$ cat config.mk
export PLATFORM = sky130hd
export DESIGN_NAME = emb_bus_control
export DESIGN_NICKNAME = d
export VERILOG_FILES = /design/src/rtl/emb_pkg.sv /design/src/rtl/emb_sync.sv /design/src/rtl/emb_block_buffer.sv /design/src/rtl/emb_bus_control.sv
export VERILOG_INCLUDE_DIRS = /design/src /design/src/rtl
export SDC_FILE = /design/constraint.sdc
export NUM_CORES = 1
export LEC_CHECK = 0
export BUFFER_PORTS_ARGS = -buffer_cell sky130_fd_sc_hd__buf_2
export CORE_ASPECT_RATIO = 1.2
export CORE_UTILIZATION = 55
export CTS_BUF_LIST = sky130_fd_sc_hd__clkbuf_16
export CTS_CLUSTER_SIZE = 40
export DETAILED_ROUTE_END_ITERATION = 12
export GPL_TIMING_DRIVEN = 0
export MAX_ROUTING_LAYER = met4
export PLACE_DENSITY = 0.75
export SYNTH_ARGS = -nofsm -noshare
export SYNTH_HDL_FRONTEND = slang
export SYNTH_SLANG_ARGS = --single-unit
$ cat constraint.sdc
create_clock -name ref_clk -period 4.4 [get_ports ref_clk]
set_clock_uncertainty 0.05 [all_clocks]
set_input_delay 0.44 -clock ref_clk [delete_from_list [all_inputs] [get_ports ref_clk]]
set_output_delay 0.44 -clock ref_clk [all_outputs]
set_load 0.01 [all_outputs]
$ cat src/rtl/emb_consts.svh
// constants for the external memory bus control block
// included by the package, the block buffer and the bus control files
`ifndef EMB_CONSTS_SVH
`define EMB_CONSTS_SVH
// register indices on the plain register port
`define EMB_OFS_PTR_UPPER 3'h0
`define EMB_OFS_PTR_HIGH 3'h1
`define EMB_OFS_PTR_LOW 3'h2
`define EMB_OFS_LATCH 3'h3
`define EMB_OFS_CONTROL 3'h4
// memory control field positions
`define EMB_CTL_DIS_BIT 7
`define EMB_CTL_WAIT_HI 5
`define EMB_CTL_WAIT_LO 4
`define EMB_CTL_WM_HI 1
`define EMB_CTL_WM_LO 0
`define EMB_CTL_IMPL_MASK 8'hB3
`define EMB_CTL_RESET 8'h00
`define EMB_PTR_RESET 22'h000000
`define EMB_LATCH_RESET 8'h00
// timing counts in ref_clk cycles
`define EMB_TCY_CLKS 6'h04
`define EMB_STROBE_CLKS 6'h02
// on-chip memory map
`define EMB_INT_TOP 21'h010000
`define EMB_BLOCK_LAST 6'h3F
`define EMB_WORDS_PER_BLOCK 5'h1F
`endif

$ cat src/rtl/emb_pkg.sv
// types shared by the external memory bus control files
// assumes emb_consts.svh sits beside it
`include "emb_consts.svh"
package emb_pkg;
  // pointer update applied by a table operation
  typedef enum logic [1:0] {
    EMB_PTR_KEEP = 2'b00,
    EMB_PTR_POSTINC = 2'b01,
    EMB_PTR_POSTDEC = 2'b10,
    EMB_PTR_PREINC = 2'b11
  } emb_ptrop_t;
  // table operation sequencer
  typedef enum logic [2:0] {
    EMB_IDLE = 3'b000,
    EMB_ADDR = 3'b001,
    EMB_LATCH = 3'b010,
    EMB_STROBE = 3'b011,
    EMB_INTRD = 3'b100,
    EMB_FINISH = 3'b101
  } emb_state_t;
endpackage : emb_pkg

$ cat src/rtl/emb_sync.sv
// two flip-flop synchroniser for pin levels
// assumes inputs are asynchronous to ref_clk
`timescale 1ns/1ps
module emb_sync #(
  parameter int WIDTH = 1
) (
  // clock and reset
  input wire logic ref_clk,
  input wire logic reset_n,
  // level in and synchronised level out
  input wire logic [WIDTH-1:0] asyncIn,
  output logic [WIDTH-1:0] syncOut
);
  logic [WIDTH-1:0] stage1_reg;

  // first stage feeds only the second
  always_ff @(posedge ref_clk or negedge reset_n) begin
    if (!reset_n) begin
      stage1_reg <= '0;
      syncOut <= '0;
    end else begin
      stage1_reg <= asyncIn;
      syncOut <= stage1_reg;
    end
  end
endmodule : emb_sync

$ cat src/rtl/emb_block_buffer.sv
// 64-byte on-chip write block buffer with word streaming on commit
// assumes the caller holds off writes while busy is high
`timescale 1ns/1ps
`include "emb_consts.svh"
module emb_block_buffer (
  // clock and reset
  input wire logic ref_clk,
  input wire logic reset_n,
  // byte fill side
  input wire logic byteWrite,
  input wire logic [5:0] byteIndex,
  input wire logic [7:0] byteData,
  input wire logic commit,
  input wire logic [15:0] blockBase,
  // on-chip array write side
  output logic flashWrite,
  output logic [21:0] flashWrAddr,
  output logic [15:0] flashWrData,
  output logic busy
);
  logic [7:0] block_reg [64];
  logic [4:0] wordIdx_reg;
  logic [15:0] base_reg;

  // byte store, index aligned inside the block
  always_ff @(posedge ref_clk) begin
    if (byteWrite) begin
      block_reg[byteIndex] <= byteData;
    end
  end

  // stream 32 words once the block is committed
  always_ff @(posedge ref_clk or negedge reset_n) begin
    if (!reset_n) begin
      busy <= 1'b0;
      wordIdx_reg <= 5'h00;
      base_reg <= 16'h0000;
      flashWrite <= 1'b0;
      flashWrAddr <= 22'h000000;
      flashWrData <= 16'h0000;
    end else begin
      flashWrite <= busy;
      if (busy) begin
        flashWrAddr <= {base_reg, wordIdx_reg, 1'b0};
        flashWrData <= {block_reg[{wordIdx_reg, 1'b1}],
                        block_reg[{wordIdx_reg, 1'b0}]};
        wordIdx_reg <= wordIdx_reg + 5'h01;
        if (wordIdx_reg == `EMB_WORDS_PER_BLOCK) begin
          busy <= 1'b0;
        end
      end else if (commit) begin
        busy <= 1'b1;
        base_reg <= blockBase;
        wordIdx_reg <= 5'h00;
      end
    end
  end
endmodule : emb_block_buffer

$ cat src/rtl/emb_bus_control.sv
// external memory bus control: table pointer, latch, memory control
// and the table read/write bus sequencer driving the shared pins
// assumes a CPU issues table operations and a port block uses
// pinsToBus to select between bus and I/O functions
//
// What this block does
// - twenty address/data lines and eight control lines form the bus
// - sixteen-bit and multiplexed eight-bit data widths only
// - width taken from a fuse, never from software
// - disable bit 0 gives pins to bus, 1 returns them to I/O except during external execution or an external cycle
// - wait code 11,10,01,00 adds 0,1,2,3 instruction cycles
// - word mode outputs both latch bytes, high strobe on odd byte
// - byte select copies byte, high strobe with upper or lower enable
// - byte write copies byte, high or low strobe by address
// - upper pointer holds bits 21..16, top two bits read zero
// - high and low pointer bytes are read/write
// - read/write latch holds each transferred byte
// - on-chip memory written only in serial programming mode
// - serial mode writes program 64-byte blocks at once
// - write blocks aligned like code protection blocks
// - serial mode commands erase code blocks or whole device
// - internal execution idles bus: lines released, strobes high
// - pointer kept, post-inc, post-dec or pre-inc on low 21 bits
//
// Chosen here: the strobed register port and the register addresses.
`timescale 1ns/1ps
`include "emb_consts.svh"
module emb_bus_control (
  // clock and reset
  input wire logic ref_clk,
  input wire logic reset_n,
  // register port
  input wire logic [2:0] regAddr,
  input wire logic [7:0] regWrData,
  input wire logic regWrite,
  input wire logic regRead,
  output logic [7:0] regRdData,
  // table operation request from the CPU
  input wire logic opStart,
  input wire logic opIsWrite,
  input wire emb_pkg::emb_ptrop_t opPtrMode,
  output logic opDone,
  output logic opBusy,
  // device state
  input wire logic execExternal,
  input wire logic serialProgrammingMode,
  input wire logic busWidthFuse,
  // erase commands
  input wire logic eraseStart,
  input wire logic eraseWholeDevice,
  output logic flashErase,
  output logic flashEraseAll,
  output logic [21:0] flashEraseAddr,
  // on-chip array
  output logic flashRead,
  output logic [21:0] flashRdAddr,
  input wire logic [15:0] flashRdData,
  output logic flashWrite,
  output logic [21:0] flashWrAddr,
  output logic [15:0] flashWrData,
  // address/data pins
  input wire logic [19:0] adIn,
  output logic [19:0] adOut,
  output logic [19:0] adOe_n,
  // control pins, all driven while bus owns them
  output logic addrLatchStrobe,
  output logic outputEnable_n,
  output logic write_low_strobe_n,
  output logic write_high_strobe_n,
  output logic byte_address_lsb,
  output logic chipEnable_n,
  output logic lower_byte_enable_n,
  output logic upper_byte_enable_n,
  output logic ctlOe_n,
  output logic pinsToBus
);
  import emb_pkg::*;

  emb_state_t state_reg;
  logic [21:0] table_pointer_reg;
  logic [21:0] opAddr_reg;
  logic [7:0] table_latch_reg;
  logic [7:0] latch_even_byte_reg;
  logic [7:0] memory_control_reg;
  logic opWrite_reg;
  emb_ptrop_t opMode_reg;
  logic [5:0] count_reg;
  logic [5:0] countStart;
  logic [7:0] rdByte_reg;
  logic wideBus_reg;
  logic fuseTaken_reg;
  logic [19:0] adSync;
  logic [15:0] wrWord_reg;
  logic serialSync;
  logic external_bus_disable;
  logic [1:0] write_mode_select;
  logic [1:0] waitCode;
  logic [20:0] ptrLow;
  logic [21:0] startAddr;
  logic startInternal;
  logic evenOnly;
  logic bufWrite;
  logic bufCommit;
  logic bufBusy;
  logic regRdHit;

  // pin inputs pass two flip-flops first
  emb_sync #(.WIDTH(21)) u_sync (
    .ref_clk(ref_clk),
    .reset_n(reset_n),
    .asyncIn({serialProgrammingMode, adIn}),
    .syncOut({serialSync, adSync})
  );

  // memory control fields
  assign external_bus_disable = memory_control_reg[`EMB_CTL_DIS_BIT];
  assign waitCode =
    memory_control_reg[`EMB_CTL_WAIT_HI:`EMB_CTL_WAIT_LO];
  assign write_mode_select =
    memory_control_reg[`EMB_CTL_WM_HI:`EMB_CTL_WM_LO];

  // bus width strap caught once after reset release
  always_ff @(posedge ref_clk or negedge reset_n) begin
    if (!reset_n) begin
      fuseTaken_reg <= 1'b0;
      wideBus_reg <= 1'b0;
    end else if (!fuseTaken_reg) begin
      fuseTaken_reg <= 1'b1;
      wideBus_reg <= busWidthFuse;
    end
  end

  // memory control register, implemented bits only
  always_ff @(posedge ref_clk or negedge reset_n) begin
    if (!reset_n) begin
      memory_control_reg <= `EMB_CTL_RESET;
    end else if (regWrite && regAddr == `EMB_OFS_CONTROL) begin
      memory_control_reg <= regWrData & `EMB_CTL_IMPL_MASK;
    end
  end

  // start address: pre-increment touches the low 21 bits only
  assign ptrLow = table_pointer_reg[20:0];
  always_comb begin
    startAddr = table_pointer_reg;
    if (opPtrMode == EMB_PTR_PREINC) begin
      startAddr = {table_pointer_reg[21], ptrLow + 21'h000001};
    end
  end
  assign startInternal =
    !startAddr[21] && (startAddr[20:0] < `EMB_INT_TOP);
  // word mode even byte only parks the byte for the odd write
  assign evenOnly = wideBus_reg && write_mode_select[1] &&
                    !startAddr[0];

  // wait count: code inverted gives added instruction cycles
  always_comb begin
    countStart = `EMB_STROBE_CLKS - 6'h01;
    case (waitCode)
      2'b11: countStart = `EMB_STROBE_CLKS - 6'h01;
      2'b10: countStart = `EMB_STROBE_CLKS + `EMB_TCY_CLKS - 6'h01;
      2'b01: countStart = `EMB_STROBE_CLKS + 6'h07;
      2'b00: countStart = `EMB_STROBE_CLKS + 6'h0B;
      default: countStart = `EMB_STROBE_CLKS - 6'h01;
    endcase
  end

  // on-chip block fill, refused outside serial programming mode
  assign bufWrite = (state_reg == EMB_IDLE) && opStart && opIsWrite &&
                    startInternal && serialSync && !bufBusy;
  assign bufCommit = bufWrite &&
                     (startAddr[5:0] == `EMB_BLOCK_LAST);

  emb_block_buffer u_block (
    .ref_clk(ref_clk),
    .reset_n(reset_n),
    .byteWrite(bufWrite),
    .byteIndex(startAddr[5:0]),
    .byteData(table_latch_reg),
    .commit(bufCommit),
    .blockBase(startAddr[21:6]),
    .flashWrite(flashWrite),
    .flashWrAddr(flashWrAddr),
    .flashWrData(flashWrData),
    .busy(bufBusy)
  );

  // table operation sequencer
  always_ff @(posedge ref_clk or negedge reset_n) begin
    if (!reset_n) begin
      state_reg <= EMB_IDLE;
      opAddr_reg <= `EMB_PTR_RESET;
      opWrite_reg <= 1'b0;
      opMode_reg <= EMB_PTR_KEEP;
      count_reg <= 6'h00;
    end else begin
      case (state_reg)
        EMB_IDLE: begin
          if (opStart && !(opIsWrite && startInternal && bufBusy)) begin
            opAddr_reg <= startAddr;
            opWrite_reg <= opIsWrite;
            opMode_reg <= opPtrMode;
            if (startInternal) begin
              state_reg <= opIsWrite ? EMB_FINISH : EMB_INTRD;
            end else if (opIsWrite && evenOnly) begin
              state_reg <= EMB_FINISH;
            end else begin
              state_reg <= EMB_ADDR;
            end
          end
        end
        EMB_ADDR: begin
          state_reg <= EMB_LATCH;
        end
        EMB_LATCH: begin
          count_reg <= countStart;
          state_reg <= EMB_STROBE;
        end
        EMB_STROBE: begin
          if (count_reg == 6'h00) begin
            state_reg <= EMB_FINISH;
          end else begin
            count_reg <= count_reg - 6'h01;
          end
        end
        EMB_INTRD: begin
          state_reg <= EMB_FINISH;
        end
        EMB_FINISH: begin
          state_reg <= EMB_IDLE;
        end
        default: begin
          state_reg <= EMB_IDLE;
        end
      endcase
    end
  end

  // read byte capture from the on-chip array
  always_ff @(posedge ref_clk or negedge reset_n) begin
    if (!reset_n) begin
      rdByte_reg <= 8'h00;
    end else if (state_reg == EMB_INTRD) begin
      rdByte_reg <= opAddr_reg[0] ? flashRdData[15:8] : flashRdData[7:0];
    end
  end

  // write data word chosen by width and write mode
  always_ff @(posedge ref_clk or negedge reset_n) begin
    if (!reset_n) begin
      wrWord_reg <= 16'h0000;
      latch_even_byte_reg <= 8'h00;
    end else if (state_reg == EMB_IDLE && opStart && opIsWrite) begin
      if (evenOnly) begin
        latch_even_byte_reg <= table_latch_reg;
      end
      if (wideBus_reg && write_mode_select[1]) begin
        wrWord_reg <= {table_latch_reg, latch_even_byte_reg};
      end else begin
        wrWord_reg <= {table_latch_reg, table_latch_reg};
      end
    end
  end

  // table pointer: post update at finish wins over register writes
  always_ff @(posedge ref_clk or negedge reset_n) begin
    if (!reset_n) begin
      table_pointer_reg <= `EMB_PTR_RESET;
    end else if (state_reg == EMB_FINISH) begin
      case (opMode_reg)
        EMB_PTR_POSTINC: table_pointer_reg <=
          {opAddr_reg[21], opAddr_reg[20:0] + 21'h000001};
        EMB_PTR_POSTDEC: table_pointer_reg <=
          {opAddr_reg[21], opAddr_reg[20:0] - 21'h000001};
        default: table_pointer_reg <= opAddr_reg;
      endcase
    end else if (regWrite) begin
      case (regAddr)
        `EMB_OFS_PTR_UPPER:
          table_pointer_reg[21:16] <= regWrData[5:0];
        `EMB_OFS_PTR_HIGH: table_pointer_reg[15:8] <= regWrData;
        `EMB_OFS_PTR_LOW: table_pointer_reg[7:0] <= regWrData;
        default: table_pointer_reg <= table_pointer_reg;
      endcase
    end
  end

  // table latch: loaded by reads, writable by software
  always_ff @(posedge ref_clk or negedge reset_n) begin
    if (!reset_n) begin
      table_latch_reg <= `EMB_LATCH_RESET;
    end else if (state_reg == EMB_FINISH && !opWrite_reg) begin
      if (opAddr_reg[21] || opAddr_reg[20:0] >= `EMB_INT_TOP) begin
        table_latch_reg <= (wideBus_reg && opAddr_reg[0]) ?
                           adSync[15:8] : adSync[7:0];
      end else begin
        table_latch_reg <= rdByte_reg;
      end
    end else if (regWrite && regAddr == `EMB_OFS_LATCH) begin
      table_latch_reg <= regWrData;
    end
  end

  // erase commands honoured only in serial programming mode
  always_ff @(posedge ref_clk or negedge reset_n) begin
    if (!reset_n) begin
      flashErase <= 1'b0;
      flashEraseAll <= 1'b0;
      flashEraseAddr <= 22'h000000;
    end else begin
      flashErase <= eraseStart && serialSync && !bufBusy;
      if (eraseStart) begin
        flashEraseAll <= eraseWholeDevice;
        flashEraseAddr <= table_pointer_reg;
      end
    end
  end

  // register read data, one cycle after the strobe
  assign regRdHit = regRead && (regAddr <= `EMB_OFS_CONTROL);
  always_ff @(posedge ref_clk or negedge reset_n) begin
    if (!reset_n) begin
      regRdData <= 8'h00;
    end else if (regRdHit) begin
      case (regAddr)
        `EMB_OFS_PTR_UPPER:
          regRdData <= {2'b00, table_pointer_reg[21:16]};
        `EMB_OFS_PTR_HIGH: regRdData <= table_pointer_reg[15:8];
        `EMB_OFS_PTR_LOW: regRdData <= table_pointer_reg[7:0];
        `EMB_OFS_LATCH: regRdData <= table_latch_reg;
        default: regRdData <= memory_control_reg;
      endcase
    end else begin
      regRdData <= 8'h00;
    end
  end

  // handshake and on-chip read request
  assign opDone = (state_reg == EMB_FINISH);
  assign opBusy = (state_reg != EMB_IDLE) || bufBusy;
  assign flashRead = (state_reg == EMB_INTRD);
  assign flashRdAddr = {opAddr_reg[21:1], 1'b0};

  // pin ownership: bus while enabled or while an external cycle runs
  assign pinsToBus = !external_bus_disable || execExternal ||
                     (state_reg == EMB_ADDR) ||
                     (state_reg == EMB_LATCH) ||
                     (state_reg == EMB_STROBE);
  assign ctlOe_n = !pinsToBus;

  // address phase then data phase on the shared lines
  always_ff @(posedge ref_clk or negedge reset_n) begin
    if (!reset_n) begin
      adOut <= 20'h00000;
    end else if (state_reg == EMB_IDLE) begin
      adOut <= wideBus_reg ? startAddr[20:1] : startAddr[19:0];
    end else if (state_reg == EMB_LATCH) begin
      adOut <= {4'h0, wrWord_reg};
    end
  end

  // line drive: address lines during address, data only on writes
  always_comb begin
    adOe_n = 20'hFFFFF;
    if (state_reg == EMB_ADDR || state_reg == EMB_LATCH) begin
      adOe_n = 20'h00000;
    end else if (state_reg == EMB_STROBE) begin
      adOe_n = 20'hFFFFF;
      if (opWrite_reg) begin
        adOe_n = wideBus_reg ? 20'hF0000 : 20'hFFF00;
      end
    end
  end

  // control strobes; idle levels hold the bus quiet
  always_comb begin
    addrLatchStrobe = (state_reg == EMB_ADDR);
    chipEnable_n = 1'b1;
    outputEnable_n = 1'b1;
    write_low_strobe_n = 1'b1;
    write_high_strobe_n = 1'b1;
    lower_byte_enable_n = 1'b1;
    upper_byte_enable_n = 1'b1;
    byte_address_lsb = 1'b0;
    if (state_reg == EMB_ADDR || state_reg == EMB_LATCH ||
        state_reg == EMB_STROBE) begin
      chipEnable_n = 1'b0;
      byte_address_lsb = wideBus_reg ? opAddr_reg[0] : 1'b0;
    end
    if (state_reg == EMB_STROBE && !opWrite_reg) begin
      outputEnable_n = 1'b0;
      lower_byte_enable_n = 1'b0;
      upper_byte_enable_n = 1'b0;
    end else if (state_reg == EMB_STROBE && !wideBus_reg) begin
      write_low_strobe_n = 1'b0;
    end else if (state_reg == EMB_STROBE) begin
      case (write_mode_select)
        2'b00: begin
          write_high_strobe_n = !opAddr_reg[0];
          write_low_strobe_n = opAddr_reg[0];
        end
        2'b01: begin
          write_high_strobe_n = 1'b0;
          upper_byte_enable_n = !opAddr_reg[0];
          lower_byte_enable_n = opAddr_reg[0];
        end
        default: begin
          write_high_strobe_n = 1'b0;
          upper_byte_enable_n = 1'b0;
          lower_byte_enable_n = 1'b0;
        end
      endcase
    end
  end
endmodule : emb_bus_control

==> metrics <==
status=completed; average routed wire per standard cell=28.0 um; clk_lat worst skew=0.63 ns; Tmin final=4.33 ns; iteration-0 DRC count of the detailed router=1956; Final HPWL DP=59700 um; CTS max path bufs=3; gr usage total=30.9%; Nets=2371; largest net degree at the start of global routing=121; number of flops mapped to enable cells by yosys=512; setup_tns=0 ns; Crit path required time=4.60 ns; die area=58700 um^2; Max-Slew Margin vs Limit=7.60%; CTS Buf Count=73; flops & latches, synth=761; clock slew at reported path FFs=0.07 ns; Post-CTS Setup Bufs=0; worst r2r src=table_pointer_reg[8]; R2R setup slack=0.07 ns; Core Box Area=57200 um^2; RSZ-0062 raised after global routing=yes; met2 GRT Util=52.1%; Routed Antenna Nets=0; GRT Max-Usage Layer=met2; share of layout cells above drive strength 1=27.6%; TritonRoute pass-1 iters=6; Leakage=13.2 nW; Root Driver=clkbuf_16; antenna violations before repair=3; DRC Markers=0; max reg flops=512; global-route wire length before repair=127000 um; Worst Min Path Start=opPtrMode[1]; cell with the most instances after synthesis=edfxtp_1; Routed WL=86300 um; Synthesis Warnings=0; Pins Over Slew Limit=0; Internal Power=14.8 mW; cell area power density=607 nW/um^2; Slew @ Worst Pin=1.38 ns; Synth area leader=edfxtp_1; gr ovfl total=0; Non-Filler Instances=3081; max cap viols=0; M1 GR Usage=36.6%; Initial Util=55.6%; vias=19200; CP Class=flip-flop to flip-flop; Logic pwr share=26.0%; total power=22.1 mW; number of I/O pins=206; GR Util met3=5.06%; setup violators final=0; Post-synth top cells=edfxtp_1, dfrtp_1, mux4_2, nor2_1, nand2_1; post-synthesis cell count=1983; switch share=33.2%; Top FF cell, synth=edfxtp_1; CP Launch Type=flip-flop; sequential fraction of the synthesis area=68.0%; Avg Cell Area, Syn=16.0 um^2; critical path startpoint=table_pointer_reg[8]; Cell Count Post-Placement=2926; vias in the first global route=19700; CTS Sinks=761; crit path max fanout=8; vias per cell=6.25; Reg power frac=45.4%; fin crit share=98.3%; CTS tree=yes; Mapped Area=31800 um^2; Fmax=231 MHz; synth top area cells=edfxtp_1, dfrtp_1, mux4_2, mux2_2, nor2_1; Site Rows=96; IO buf count=197; switching power=7.36 mW; Min-Delay Path Class=input port to flip-flop; IR drop worst, VDD=439 uV; Hold Vio Cnt, Final=0; Die Height=265 um; final worst slack=0.0729 ns; Arr. time, crit path=4.52 ns; DIE WIDTH=221 um; fraction of registers with async set/reset=32.7%; area grow syn2layout=14.9%; Critical Path End Type=flip-flop; Netlist cell types=67; routability cong.=0.989; area share of the largest cell type after synthesis=48.4%; Clock Power Share=28.5%; H-tree depth=3; Placement Setup Slack=0.112 ns
-- area by class of cell --
cell class                 count  area, um^2
fill                        4016       20700
timing repair buffer         226        1400
inverter                      21        78.8
tap                          735         920
clock buffer                  74        1850
sequential                   761       21600
multi-input combinational   1056        9360
buffer                       146         731
clock inverter                59         522
antenna                        3        7.51
-- power groups by stage --
stage	registers [mW]	logic, mW	clock network [mW]
floorplan	9.99	3.29	0
global placement	10.6	4.89	0
detailed placement	10.1	5.68	0
CTS	10.0	5.71	6.35
global route	10.1	6.22	6.62
finish	10.1	5.76	6.32
-- critical path: stages, from the launching register on --
cell,delay [ns]
dfrtp_1,0.58
and4_4,0.34
nand4_4,0.14
nor3_4,0.37
nand3_2,0.15
or2_1,0.28
a221oi_4,0.50
and2_1,0.28
nand3_1,0.42
nor2_1,0.82
-- placed cells by master, fill, tap and decap left out, types with 15 or more instances in the layout --
master	Yosys	routed
nor3_1	16	16
nand3_1	35	35
dlygate4sd3_1	0	19
buf_4	41	41
mux4_2	166	166
buf_1	20	20
a211oi_1	24	24
buf_2	5	201
dfrtp_1	249	241
xor2_1	18	18
clkinv_1	2	15
o21ai_0	71	71
nor2_1	163	162
mux2i_1	52	52
edfxtp_1	512	512
ha_1	25	24
nand2_1	133	133
clkbuf_1	77	77
clkbuf_16	0	74
mux2_2	74	74
xnor2_1	22	22
inv_1	19	27
a21oi_1	104	104
-- cells by family after synthesis --
group           Yosys count  share of synthesized area [%]
fa+ha+maj                26                           1.05
simple gates            424                           6.05
other cells               2                         0.0236
mux                     292                           16.0
compound gates          271                           5.16
flops                   761                           68.0
xor+xnor                 40                           1.10
buf+inv                 167                           2.55
-- metrics by stage --
stage | util, % | instance area (um^2) | hold slack (ns)
global route | 63.8 | 36500 | 0.0496
detailed placement | 59.3 | 33900 | 0.285
floorplan | - | 31800 | 0.0944
finish | 63.8 | 36500 | 0.0520
global placement | 58.9 | 33700 | 0.284
CTS | 63.8 | 36500 | 0.0353
-- final timing paths --
check	end	cells after the start
setup / recovery	u_block.block_reg[33][2]	9
max in group asynchronous	u_block.flashWrAddr[6]	4
hold / removal	opMode_reg[1]	2
hold reg to reg	u_sync.syncOut[14]	0
min in group asynchronous	u_sync.syncOut[0]	2
setup reg to reg	u_block.block_reg[33][2]	9
-- metal layers --
layer | up-vias | share of wire [%]
li1 | 8160 | -
met2 | 991 | 51
met4 | 0 | 4.8
met5 | - | 0
met1 | 9866 | 36
met3 | 232 | 7.4
-- what timing repair did --
item,CTS,global route
gates resized for setup,0,2
endpoints found under the setup margin,0,49
endpoints found under the hold margin,57,0
hold buffers,19,0
No activity file was read; power rests on OpenSTA's default activity.
